File: src/limiter_map.svh
// Register map, reset values and arithmetic constants of the output limiter.
// Assumes inclusion by bare name from the package and the design files.
`ifndef LIMITER_MAP_SVH
`define LIMITER_MAP_SVH

// Register indices; the byte address on the bus is four times the index.
`define IDX_P1L_CEIL   14'h0412
`define IDX_P1R_CEIL   14'h0416
`define IDX_P2L_CEIL   14'h041A
`define IDX_P1L_VOL    14'h0500
`define IDX_P1R_VOL    14'h0501
`define IDX_P2L_VOL    14'h0502
`define IDX_CLIP_STAT  14'h0510

// Reset values of the code fields.
`define CEIL_RESET     8'h81
`define VOL_RESET      8'h80

// Code landmarks.
`define CODE_0DB       8'h80
`define CEIL_CODE_MIN  8'h74
`define CEIL_CODE_MAX  8'h8C
`define VOL_RESERVED   8'hEC

// Gain arithmetic: twelve half-decibel steps make one doubling.
`define GAIN_BIAS      9'h004
`define GAIN_STEPS     9'h00C
`define GAIN_FRAC      7'h1A
`define FULL_SCALE     24'h7FFFFF
`define OUT_MAX        26'h1FFFFFF
`define OUT_MIN        26'h2000000

// Channel codes and buffer fill level.
`define CHAN_P1L       2'h0
`define CHAN_P1R       2'h1
`define CHAN_P2L       2'h2
`define BUF_FULL       2'h2
`define BUF_EMPTY      2'h0

`endif

File: src/limiter_pkg.sv
// Types shared by the limiter top and its output buffer.
// Assumes limiter_map.svh is on the include path.
`include "limiter_map.svh"

package limiter_pkg;

  typedef logic [7:0] code_t;

  // Sample arriving from the sample source, ahead of the volume stage, with its channel.
  typedef struct packed {
    logic [1:0]         chan;
    logic signed [23:0] data;
  } sample_t;

  // Limited sample handed to the output converters; 26 bits give headroom.
  typedef struct packed {
    logic [1:0]         chan;
    logic               clipped;
    logic signed [25:0] data;
  } dac_word_t;

endpackage

File: src/pair_buffer.sv
// Two-entry buffer between the limiter and the output converters.
// Assumes both sides run on the same clock and use valid/ready handshakes.
`timescale 1ns/1ns
`include "limiter_map.svh"

module pair_buffer (
  input  wire logic                  clk,
  input  wire logic                  rst_n,
  input  wire logic                  in_valid,
  output logic                       in_ready,
  input  wire limiter_pkg::dac_word_t in_word,
  output logic                       out_valid,
  input  wire logic                  out_ready,
  output limiter_pkg::dac_word_t     out_word
);
  import limiter_pkg::*;

  dac_word_t  slot_reg [2];
  logic       wr_ptr_reg;
  logic       rd_ptr_reg;
  logic [1:0] count_reg;
  logic [1:0] count_next;
  logic       push;
  logic       pop;

  // Full and empty follow the fill count; the head slot is read directly.
  assign in_ready   = (count_reg != `BUF_FULL);
  assign out_valid  = (count_reg != `BUF_EMPTY);
  assign out_word   = slot_reg[rd_ptr_reg];
  assign push       = in_valid & in_ready;
  assign pop        = out_valid & out_ready;
  assign count_next = count_reg + {1'b0, push} - {1'b0, pop};

  // Pointers and count move on each accepted word.
  always_ff @(posedge clk) begin
    if (!rst_n) begin
      wr_ptr_reg <= 1'b0;
      rd_ptr_reg <= 1'b0;
      count_reg  <= `BUF_EMPTY;
    end else begin
      wr_ptr_reg <= wr_ptr_reg ^ push;
      rd_ptr_reg <= rd_ptr_reg ^ pop;
      count_reg  <= count_next;
    end
  end

  // Storage needs no reset; out_valid masks stale slots.
  always_ff @(posedge clk) begin
    if (push) begin
      slot_reg[wr_ptr_reg] <= in_word;
    end
  end

endmodule

File: src/output_limiter.sv
// Output path digital volume and clipping limiter with an APB register port.
// Assumes a same-clock sample source and converter sink with valid/ready.
//
// Local design decision: the APB interface to the registers.
`timescale 1ns/1ns
`include "limiter_map.svh"

module output_path_digital_limiter (
  input  wire logic                   REF_CLK,
  input  wire logic                   RST_N,
  input  wire logic                   PSEL,
  input  wire logic                   PENABLE,
  input  wire logic                   PWRITE,
  input  wire logic [15:0]            PADDR,
  input  wire logic [31:0]            PWDATA,
  input  wire logic [3:0]             PSTRB,
  output logic [31:0]                 PRDATA,
  output logic                        PREADY,
  output logic                        PSLVERR,
  input  wire limiter_pkg::sample_t   SAMPLE_IN,
  input  wire logic                   SAMPLE_IN_VALID,
  output logic                        SAMPLE_IN_READY,
  output limiter_pkg::dac_word_t      DAC_OUT,
  output logic                        DAC_OUT_VALID,
  input  wire logic                   DAC_OUT_READY
);
  import limiter_pkg::*;

  // One ratio per half-decibel step within an octave, unsigned Q1.15.
  function automatic logic [16:0] step_ratio(input logic [3:0] r);
    logic [16:0] t;
    t = 17'h08000;
    case (r)
      4'h1:    t = 17'h0879C;
      4'h2:    t = 17'h08FAD;
      4'h3:    t = 17'h09838;
      4'h4:    t = 17'h0A145;
      4'h5:    t = 17'h0AADC;
      4'h6:    t = 17'h0B505;
      4'h7:    t = 17'h0BFC9;
      4'h8:    t = 17'h0CB30;
      4'h9:    t = 17'h0D745;
      4'hA:    t = 17'h0E412;
      4'hB:    t = 17'h0F1A2;
      default: t = 17'h08000;
    endcase
    return t;
  endfunction

  // Scales a sample by the gain of a code where 80h is unity, saturating.
  function automatic logic signed [25:0] apply_gain(
      input logic signed [23:0] s, input code_t code);
    logic [8:0]         n;
    logic [4:0]         e;
    logic [3:0]         r;
    logic signed [41:0] p;
    logic signed [63:0] w;
    logic signed [25:0] y;
    n = {1'b0, code} + `GAIN_BIAS;
    e = 5'(n / `GAIN_STEPS);
    r = 4'(n % `GAIN_STEPS);
    p = 42'(s) * 42'(signed'({1'b0, step_ratio(r)}));
    w = (64'(p) <<< e) >>> `GAIN_FRAC;
    if (w > 64'(signed'(`OUT_MAX))) begin
      y = signed'(`OUT_MAX);
    end else if (w < 64'(signed'(`OUT_MIN))) begin
      y = signed'(`OUT_MIN);
    end else begin
      y = 26'(w);
    end
    return y;
  endfunction

  code_t              ceil_code_reg [3];
  code_t              vol_code_reg  [3];
  logic [2:0]         clip_flag_reg;
  logic [2:0]         clip_flag_next;
  logic [31:0]        prdata_reg;
  logic               pslverr_reg;
  logic [13:0]        idx;
  logic               apb_setup;
  logic               apb_write;
  logic [2:0]         hit_ceil;
  logic [2:0]         hit_vol;
  logic               hit_stat;
  logic               addr_ok;
  logic [31:0]        rd_value;
  logic [2:0]         wr_ceil;
  logic [2:0]         wr_vol;
  logic [2:0]         clr_mask;
  logic [2:0]         set_mask;
  logic signed [25:0] ceil_level [3];
  logic [1:0]         in_chan;
  logic               chan_ok;
  logic               in_fire;
  logic               push_valid;
  logic               buf_in_ready;
  logic signed [25:0] gained;
  logic signed [25:0] level;
  logic signed [25:0] limited;
  logic               over_pos;
  logic               over_neg;
  dac_word_t          push_word;

  // Bus decode: the word index selects a register, misalignment is an error.
  assign idx       = PADDR[15:2];
  assign apb_setup = PSEL & ~PENABLE;
  assign apb_write = PSEL & PENABLE & PWRITE & ~pslverr_reg;
  assign hit_ceil  = {idx == `IDX_P2L_CEIL, idx == `IDX_P1R_CEIL,
                      idx == `IDX_P1L_CEIL};
  assign hit_vol   = {idx == `IDX_P2L_VOL, idx == `IDX_P1R_VOL,
                      idx == `IDX_P1L_VOL};
  assign hit_stat  = (idx == `IDX_CLIP_STAT);
  assign addr_ok   = (PADDR[1:0] == 2'h0) &
                     ((|hit_ceil) | (|hit_vol) | hit_stat);

  // Read selection; unused bits read as zero.
  assign rd_value =
      hit_ceil[0] ? {24'h000000, ceil_code_reg[0]} :
      hit_ceil[1] ? {24'h000000, ceil_code_reg[1]} :
      hit_ceil[2] ? {24'h000000, ceil_code_reg[2]} :
      hit_vol[0]  ? {24'h000000, vol_code_reg[0]}  :
      hit_vol[1]  ? {24'h000000, vol_code_reg[1]}  :
      hit_vol[2]  ? {24'h000000, vol_code_reg[2]}  :
      hit_stat    ? {29'h00000000, clip_flag_reg}  : 32'h00000000;

  // Write strobes: low byte lane only; status bits are write-one-to-clear.
  assign wr_ceil  = hit_ceil & {3{apb_write & PSTRB[0]}};
  assign wr_vol   = hit_vol & {3{apb_write & PSTRB[0]}};
  assign clr_mask = PWDATA[2:0] & {3{apb_write & PSTRB[0] & hit_stat}};
  assign set_mask = push_valid & over_pos | push_valid & over_neg
                    ? 3'(3'h1 << in_chan) : 3'h0;
  // A clip arriving with its clear keeps the flag set.
  assign clip_flag_next = (clip_flag_reg & ~clr_mask) | set_mask;

  // Zero-wait slave; data and error are prepared in the setup cycle.
  assign PREADY  = 1'b1;
  assign PRDATA  = prdata_reg;
  assign PSLVERR = pslverr_reg;

  // Captures read data and the error answer during setup.
  always_ff @(posedge REF_CLK) begin
    if (!RST_N) begin
      prdata_reg  <= 32'h00000000;
      pslverr_reg <= 1'b0;
    end else if (apb_setup) begin
      prdata_reg  <= rd_value;
      pslverr_reg <= ~addr_ok;
    end
  end

  // Code registers, each channel independent, with documented resets.
  always_ff @(posedge REF_CLK) begin
    for (int i = 0; i < 3; i++) begin
      if (!RST_N) begin
        ceil_code_reg[i] <= `CEIL_RESET;
        vol_code_reg[i]  <= `VOL_RESET;
      end else begin
        if (wr_ceil[i]) ceil_code_reg[i] <= PWDATA[7:0];
        if (wr_vol[i])  vol_code_reg[i]  <= PWDATA[7:0];
      end
    end
  end

  // Sticky clip flags for software.
  always_ff @(posedge REF_CLK) begin
    if (!RST_N) clip_flag_reg <= 3'h0;
    else        clip_flag_reg <= clip_flag_next;
  end

  // Ceiling levels follow the codes directly, so a write counts at once.
  // Reserved codes fall out of the same formula and are not trapped.
  for (genvar g = 0; g < 3; g++) begin : g_ceil
    assign ceil_level[g] = apply_gain(signed'(`FULL_SCALE),
                                      ceil_code_reg[g]);
  end

  // Sample path: volume, then symmetric saturation, then the buffer.
  assign in_chan  = SAMPLE_IN.chan;
  assign chan_ok  = (in_chan != 2'h3);
  assign SAMPLE_IN_READY = buf_in_ready;
  assign in_fire  = SAMPLE_IN_VALID & buf_in_ready;
  assign push_valid = in_fire & chan_ok;
  assign gained   = (vol_code_reg[in_chan] >= `VOL_RESERVED) ? 26'sh0 :
                    apply_gain(SAMPLE_IN.data, vol_code_reg[in_chan]);
  assign level    = ceil_level[in_chan];
  assign over_pos = (gained > level);
  assign over_neg = (gained < -level);
  assign limited  = over_pos ? level : over_neg ? -level : gained;
  assign push_word = '{chan: in_chan, clipped: over_pos | over_neg,
                       data: limited};

  // Limited words wait here until the converters take them.
  pair_buffer u_buf (
    .clk       (REF_CLK),
    .rst_n     (RST_N),
    .in_valid  (push_valid),
    .in_ready  (buf_in_ready),
    .in_word   (push_word),
    .out_valid (DAC_OUT_VALID),
    .out_ready (DAC_OUT_READY),
    .out_word  (DAC_OUT)
  );
endmodule

File: config.mk
export PLATFORM = sky130hd
export DESIGN_NAME = output_path_digital_limiter
export DESIGN_NICKNAME = d
export VERILOG_FILES = /design/src/limiter_pkg.sv /design/src/pair_buffer.sv /design/src/output_limiter.sv
export VERILOG_INCLUDE_DIRS = /design/src /design/src/src
export SDC_FILE = /design/constraint.sdc
export NUM_CORES = 2
export LEC_CHECK = 0
export BUFFER_PORTS_ARGS = -buffer_cell sky130_fd_sc_hd__buf_4
export CAP_MARGIN = 20
export CORE_MARGIN = 1
export CORE_UTILIZATION = 50
export DETAILED_ROUTE_END_ITERATION = 10
export PLACE_DENSITY_LB_ADDON = 0.1
export REMOVE_ABC_BUFFERS = 1
export SETUP_SLACK_MARGIN = 0.4
export SYNTH_ARGS = -nofsm -noshare
export SYNTH_HDL_FRONTEND = slang
export SYNTH_SLANG_ARGS = --single-unit
File: constraint.sdc
create_clock -name REF_CLK -period 49.1 [get_ports REF_CLK]
set_clock_uncertainty 0.2 [all_clocks]
set_input_delay 4.91 -clock REF_CLK [delete_from_list [all_inputs] [get_ports REF_CLK]]
set_output_delay 4.91 -clock REF_CLK [all_outputs]
set_load 0.05 [all_outputs]
### Word level (Yosys, flattened, before mapping)

Memory sizes are Yosys's and may differ from the RTL's. A register that Yosys moved wholly into a read port is not among the register bits.
Index checks and enable logic that the tools add are counted.

| operators by class | value |
|---|---|
| add/sub/neg operators | 7 |
| multipliers | 4 |
| div/mod/pow operators | 8 |
| order comparisons | 12 |
| equal/unequal tests | 9 |
| shift operators | 5 |
| multiplexer cells | 50 |
| bitwise gates (word level) | 35 |
| reduce and logical (&&, ||, !) cells | 4 |

Operator list:

| kind | count |
|---|---|
| 2-to-1 mux 26 bit | 13 |
| <<< shifter 41 x 5 -> 64 bit | 3 |
| greater-than comparator 38 x 26 -> 1 bit (second input constant) | 4 |
| less-than comparator 38 x 26 -> 1 bit (second input constant) | 4 |
| multiplier 23 x 17 -> 40 bit (first input constant) | 3 |
| equality test 14 x 11 -> 1 bit (second input constant) | 7 |
| 2-to-1 mux 8 bit | 12 |
| <<< shifter 42 x 5 -> 64 bit | 1 |
| binary-select mux 26 bit (select 2 bit) | 1 |
| multiplier 24 x 18 -> 42 bit | 1 |
| adder 8 x 3 -> 9 bit (second input constant) | 4 |
| divider 9 x 4 -> 9 bit (second input constant) | 4 |
| modulo 9 x 4 -> 9 bit (second input constant) | 4 |
| greater-than comparator 26 bit | 1 |
| less-than comparator 26 bit | 1 |
| negator 26 bit | 1 |
| 2-to-1 mux 1 bit | 22 |
| AND 1 bit | 13 |
| AND 3 bit | 4 |
| bitwise OR 1 bit | 10 |
| greater-or-equal comparator 8 bit (second input constant) | 1 |
| 2-to-1 mux 3 bit | 2 |
| OR reduction 3 bit | 2 |
| != test 2 bit (second input constant) | 2 |
| other kinds (11) | 14 |

| word-level totals | value |
|---|---|
| register bits after elaboration | 40 |
| latch bits | 0 |
| memory bits (writable) | 106 |
| ROM bits | 960 |
| bits of input ports | 85 |
| output and inout port bits | 65 |
| logic and storage cells | 147 |
| memories | 7 |

Memory list:

| name | depth | width | rd ports | clocked after memory_dff | wr ports | line | source |
|---|---|---|---|---|---|---|---|
| (no name shown) | 16 | 15 | 1 | 0 | 0 | output_limiter.sv:33 | `case (r)` |
| (no name shown) | 16 | 15 | 1 | 0 | 0 | output_limiter.sv:33 |  |
| (no name shown) | 16 | 15 | 1 | 0 | 0 | output_limiter.sv:33 |  |
| (no name shown) | 16 | 15 | 1 | 0 | 0 | output_limiter.sv:33 |  |
| u_buf.slot_reg | 2 | 29 | 1 | 1 | 1 | pair_buffer.sv:18 | `dac_word_t slot_reg [2];` |
| ceil_code_reg | 3 | 8 | 3 | 0 | 3 | output_limiter.sv:74 | `code_t ceil_code_reg [3];` |
| 1 more memories | n/a | n/a | n/a | n/a | n/a | n/a |  |

### Longest topological paths before layout

An unclocked memory read counts as a cell.

| logic depth | value |
|---|---|
| depth in word-level cells | 18 |
| depth in mapped cells | 93 |
| gate-level depth less buffers | 77 |

### Modules after synthesis

A second synthesis with hierarchy kept.

| unflattened totals | value |
|---|---|
| cells, all modules | 6,935 |
| area total of the unflattened synthesis | 54,334.6 um^2 |

Modules (own cells, without submodules):

| module | instances | cells each | area each (um^2) | seq. area each (um^2) |
|---|---|---|---|---|
| output_path_digital_limiter | 1 | 6,816 | 51,973.6 | 1,681.6 |
| pair_buffer | 1 | 119 | 2,361.0 | 1,841.8 |

### Worst setup path before layout

No wires, ideal clock.

| timing | value |
|---|---|
| kind | input to register |
| start | input SAMPLE_IN[24] (netlist bit) |
| end | memory u_buf.slot_reg[0][19] (netlist bit) (data pin) |
| library setup time | 0.263 ns |
| arrival | 23.863 ns |
| required time | 48.637 ns |
| path slack | 24.774 ns |
| cell stages on the path | 83 |
| path buffers | 16 |
| cell sequence | buf_2 > mux2i_1 > o21a_1 > buf_2 > inv_1 > ha_1 > nand2b_1 > or4_1 > a31o_2 > buf_2 > a211o_1 > a2111o_1 > nor2_1 > buf_2 > buf_1 > xnor2_1 > ha_1 > nand2_1 > (+47 left out) > o21a_1 > o21a_1 > o21a_1 > o21a_1 > o21a_1 > o21a_1 > o21ai_0 > nand2b_1 > a21oi_1 > nor2b_1 > a31oi_1 > nor2_1 > mux2_4 > o41ai_4 > buf_6 > buf_6 > o22ai_1 > a211o_1 |

| between the ends | value |
|---|---|
| cells in the longest elaborated chain, start to end | 13 |
| elaborated cells on any way between the ends | 22 |
| classes of those cells | 2 x add/sub; 1 x mul; 2 x div; 5 x order compare; 1 x shift; 8 x mux; 1 x bitwise; 2 x memory |

RTL lines:

| element | line | source |
|---|---|---|
| start: declaration | output_limiter.sv:20 | `input wire limiter_pkg::sample_t SAMPLE_IN,` |
| memory (3 x 8 bit) | n/a |  |
| adder 8 x 3 -> 9 bit (no source line) | n/a |  |
| modulo 9 x 4 -> 9 bit (no source line) | n/a |  |
| memory (16 x 15 bit) | n/a |  |
| multiplier 24 x 18 -> 42 bit | output_limiter.sv:62 | `p = 42'(s) * 42'(signed'({1'b0, step_ratio(r)}));` |
| <<< shifter 42 x 5 -> 64 bit | output_limiter.sv:63 | `` w = (64'(p) <<< e) >>> `GAIN_FRAC; `` |
| less-than comparator 38 x 26 -> 1 bit | output_limiter.sv:66 | `` end else if (w < 64'(signed'(`OUT_MIN))) begin `` |
| 2-to-1 mux 26 bit | output_limiter.sv:66 |  |
| 2-to-1 mux 26 bit | output_limiter.sv:64 | `` if (w > 64'(signed'(`OUT_MAX))) begin `` |
| 2-to-1 mux 26 bit | output_limiter.sv:184 | `` assign gained = (vol_code_reg[in_chan] >= `VOL_RESERVED) ? 26'sh0 : `` |
| less-than comparator 26 bit | output_limiter.sv:188 | `assign over_neg = (gained < -level);` |
| 2-to-1 mux 26 bit | output_limiter.sv:189 | `assign limited = over_pos ? level : over_neg ? -level : gained;` |
| 2-to-1 mux 26 bit * | output_limiter.sv:189 |  |
| net limited[19] | output_limiter.sv:100 | `logic signed [25:0] limited;` |
| end: declaration | pair_buffer.sv:18 |  |

Mark *: on every way through the listed nets, which the timed path passes. The rest lies on a longest branch. The select of a mux whose other input is x is not followed.

### Worst setup path after layout

| timing | value |
|---|---|
| start | input SAMPLE_IN[24] (netlist bit) |
| end | memory u_buf.slot_reg[1][6] (netlist bit) (data pin) |

The elaborated chain is that of the path after synthesis.

==> flow_summary.toml <==
[outcome]
outcome = "finished with violations"
violations = "DRC"

[routing]
drc = 20
routed_wl_um = 162000
firstDrtPassIters = 9
antenna_left = 0
drtIter0Drc = 4254
wl_per_cell_um = 19.9
vias = 49000
via_per_inst = 6.00

[global_route]
grt_max_degree = 54
grt_pass1_wl_um = 261000
grt_use_total_pct = 29.9
grt_antenna_before_repair = 5
gr-total-overflow = 0
grt_pass1_vias = 47700

[sta]
fin_crit_ns = 26.16
setup_viol = 0
drv_slew = 0
final_hold_viol_count = 0
fin_crit_sh_pct = 53.3
tns_ns = 0
grt_setup_unrepaired = "no"
slew_headroom_pct = 17.2
tightest_slew_ns = 1.23
fmax_ghz = 0.0382

[layout]
fin_cells = 8156
utilization_pct = 52.7
drive_gt1_share_pct = 5.85
fill_cells = 10400
area_delta_synth_final_pct = 4.37
postLayoutCellArea_um2 = 55700
final_cell_mix = "inv_1 (1006), nand2_1 (768), fa_1 (571), ha_1 (539), nor2_1 (422)"
final_common_cell = "inv_1"
fin_nets = 7946
largest_register_ffs = 58

[setup_path]
reg2reg_depth = 73
crit_path_max_fanout = 44
crit_top_cell = "o21a_1"
cp_slowest_cell = "fa_1"
path_class = "primary input to flip-flop"
cp.depth = 74
cp.required_ns = 49.06
arrival_ns = 26.13
cp_top_family = "compound AO/OA/AOI/OAI gates"
critPathLaunchType = "primary input"
worst_setup_path_end_kind = "flip-flop"
slowest_delay_ns = 0.93
cp_num_buf_inv = 11

[cts]
cts_setup_buffers = 0
hold_buffers = 0
clock-sinks = 123
post_cts_resize_count = 0
cts_buffer_depth = 2
clock_latency_ns = 0.45
clk_pin_slew_ns = 0.06
cts_root_buf = "clkbuf_16"
cts_tree = "built"
cts_max_level = 4
cts_made_buffers = 17

[place]
dpl_cell_area_um2 = 55000
portBuffers = 97
dp_cells = 8118
dp_hpwl_um = 132000
globalplace.congestion = 0.974

[synth]
synth-edff-count = 106
synth_top_family_by_area = "adder cells"
synth-simple-area-share_pct = 19.4
synth_mux_area_share_pct = 4.33
syn_area_um2 = 53300
synth_warnings = 0
yosysSeqAreaShare_pct = 6.61
avgSynthCellArea_um2 = 7.72
async_reset_ff_share_pct = 0
ys_types = 116
synth_adder_area_share_pct = 34.3
ys_ff_latch = 123
synth_top_flop_cell = "edfxtp_1"
syn-instance-count = 6904
synth_compound_area_share_pct = 21.4
synth_xor_xnor_area_share_pct = 3.74

[min_path]
hp-class = "flip-flop to flip-flop"
holdPathStages = 2

[floorplan]
die_area_um2 = 108000
placementRows = 119
start_util_pct = 50.5
pin_count = 150
coreArea_um2 = 106000
die_x_um = 329
die_h_um = 329

[job]
maxCapViolations = 0
## cell families after synthesis
group | count (synthesis)
compound gates | 1677
xor+xnor | 214
mux | 223
simple gates | 2146
other cells | 2
flops | 123
fa+ha+maj | 1124
buf+inv | 1395
## area by class of cell
type | instances | area (um^2) | area share (%)
diodes | 1 | 2.50 | 0.00450
clock buffers | 18 | 429 | 0.771
clock inverters | 14 | 169 | 0.303
inverters | 1014 | 3810 | 6.84
multi-input cells | 5410 | 44600 | 80.1
flip-flops and latches | 123 | 3520 | 6.33
well taps | 1391 | 1740 | 3.13
repair buffers | 185 | 1380 | 2.48
## metrics by stage
stage                     hold slack (ns)  worst slack, ns
final                               0.299            22.94
after CTS                           0.295            23.12
after global placement              0.277            22.84
after global routing                0.336            21.51
after detailed placement            0.286            22.74
after floorplan                     0.244            20.67
## layer usage
metal	track usage (%)	routed length [um]
met1	41.9	73400
met2	48.8	74300
met3	3.58	10600
met4	7.53	3940
met5	0	53
## path summary, 6_finish.rpt
kind | from | to | slack [ns]
worst max-delay path | SAMPLE_IN[24] | u_buf.slot_reg[1][6] | 22.94
worst min-delay path | clip_flag_reg[2] | clip_flag_reg[2] | 0.30
worst min register to register | clip_flag_reg[2] | clip_flag_reg[2] | 0.30
worst max register to register | vol_code_reg[0][2] | u_buf.slot_reg[1][6] | 27.50
## synth_stat cells, drive strengths merged (69+ instances only)
| library cell | count | share of area (%) |
|---|---|---|
| a31oi | 71 | 0.86 |
| buf | 105 | 1.1 |
| a21oi | 395 | 3.7 |
| fa | 571 | 21 |
| and2 | 220 | 2.6 |
| mux2i | 164 | 3.1 |
| a211oi | 90 | 1.3 |
| a21o | 94 | 1.3 |
| xor2 | 72 | 1.2 |
| o21ai | 331 | 3.1 |
| edfxtp | 106 | 6.0 |
| xnor2 | 137 | 2.3 |
| nand3 | 149 | 1.4 |
| inv | 1008 | 7.1 |
| nor3 | 132 | 1.3 |
| nor2 | 424 | 3.0 |
| nand2 | 771 | 5.4 |
| clkbuf | 276 | 1.9 |
| ha | 539 | 13 |
| o211ai | 79 | 1.1 |
| nand2b | 69 | 0.81 |
## worst min-delay path: cells and delay by family, from the launching register on
family	cells	cell delay, ns
AND/OR/NAND/NOR	1	0.06
flip-flops	1	0.31
AO/OA/AOI/OAI	1	0.07
Power is left out: the tool's default activity adds up to more than one toggle a clock period on the data nets, which glitch-free logic cannot reach.
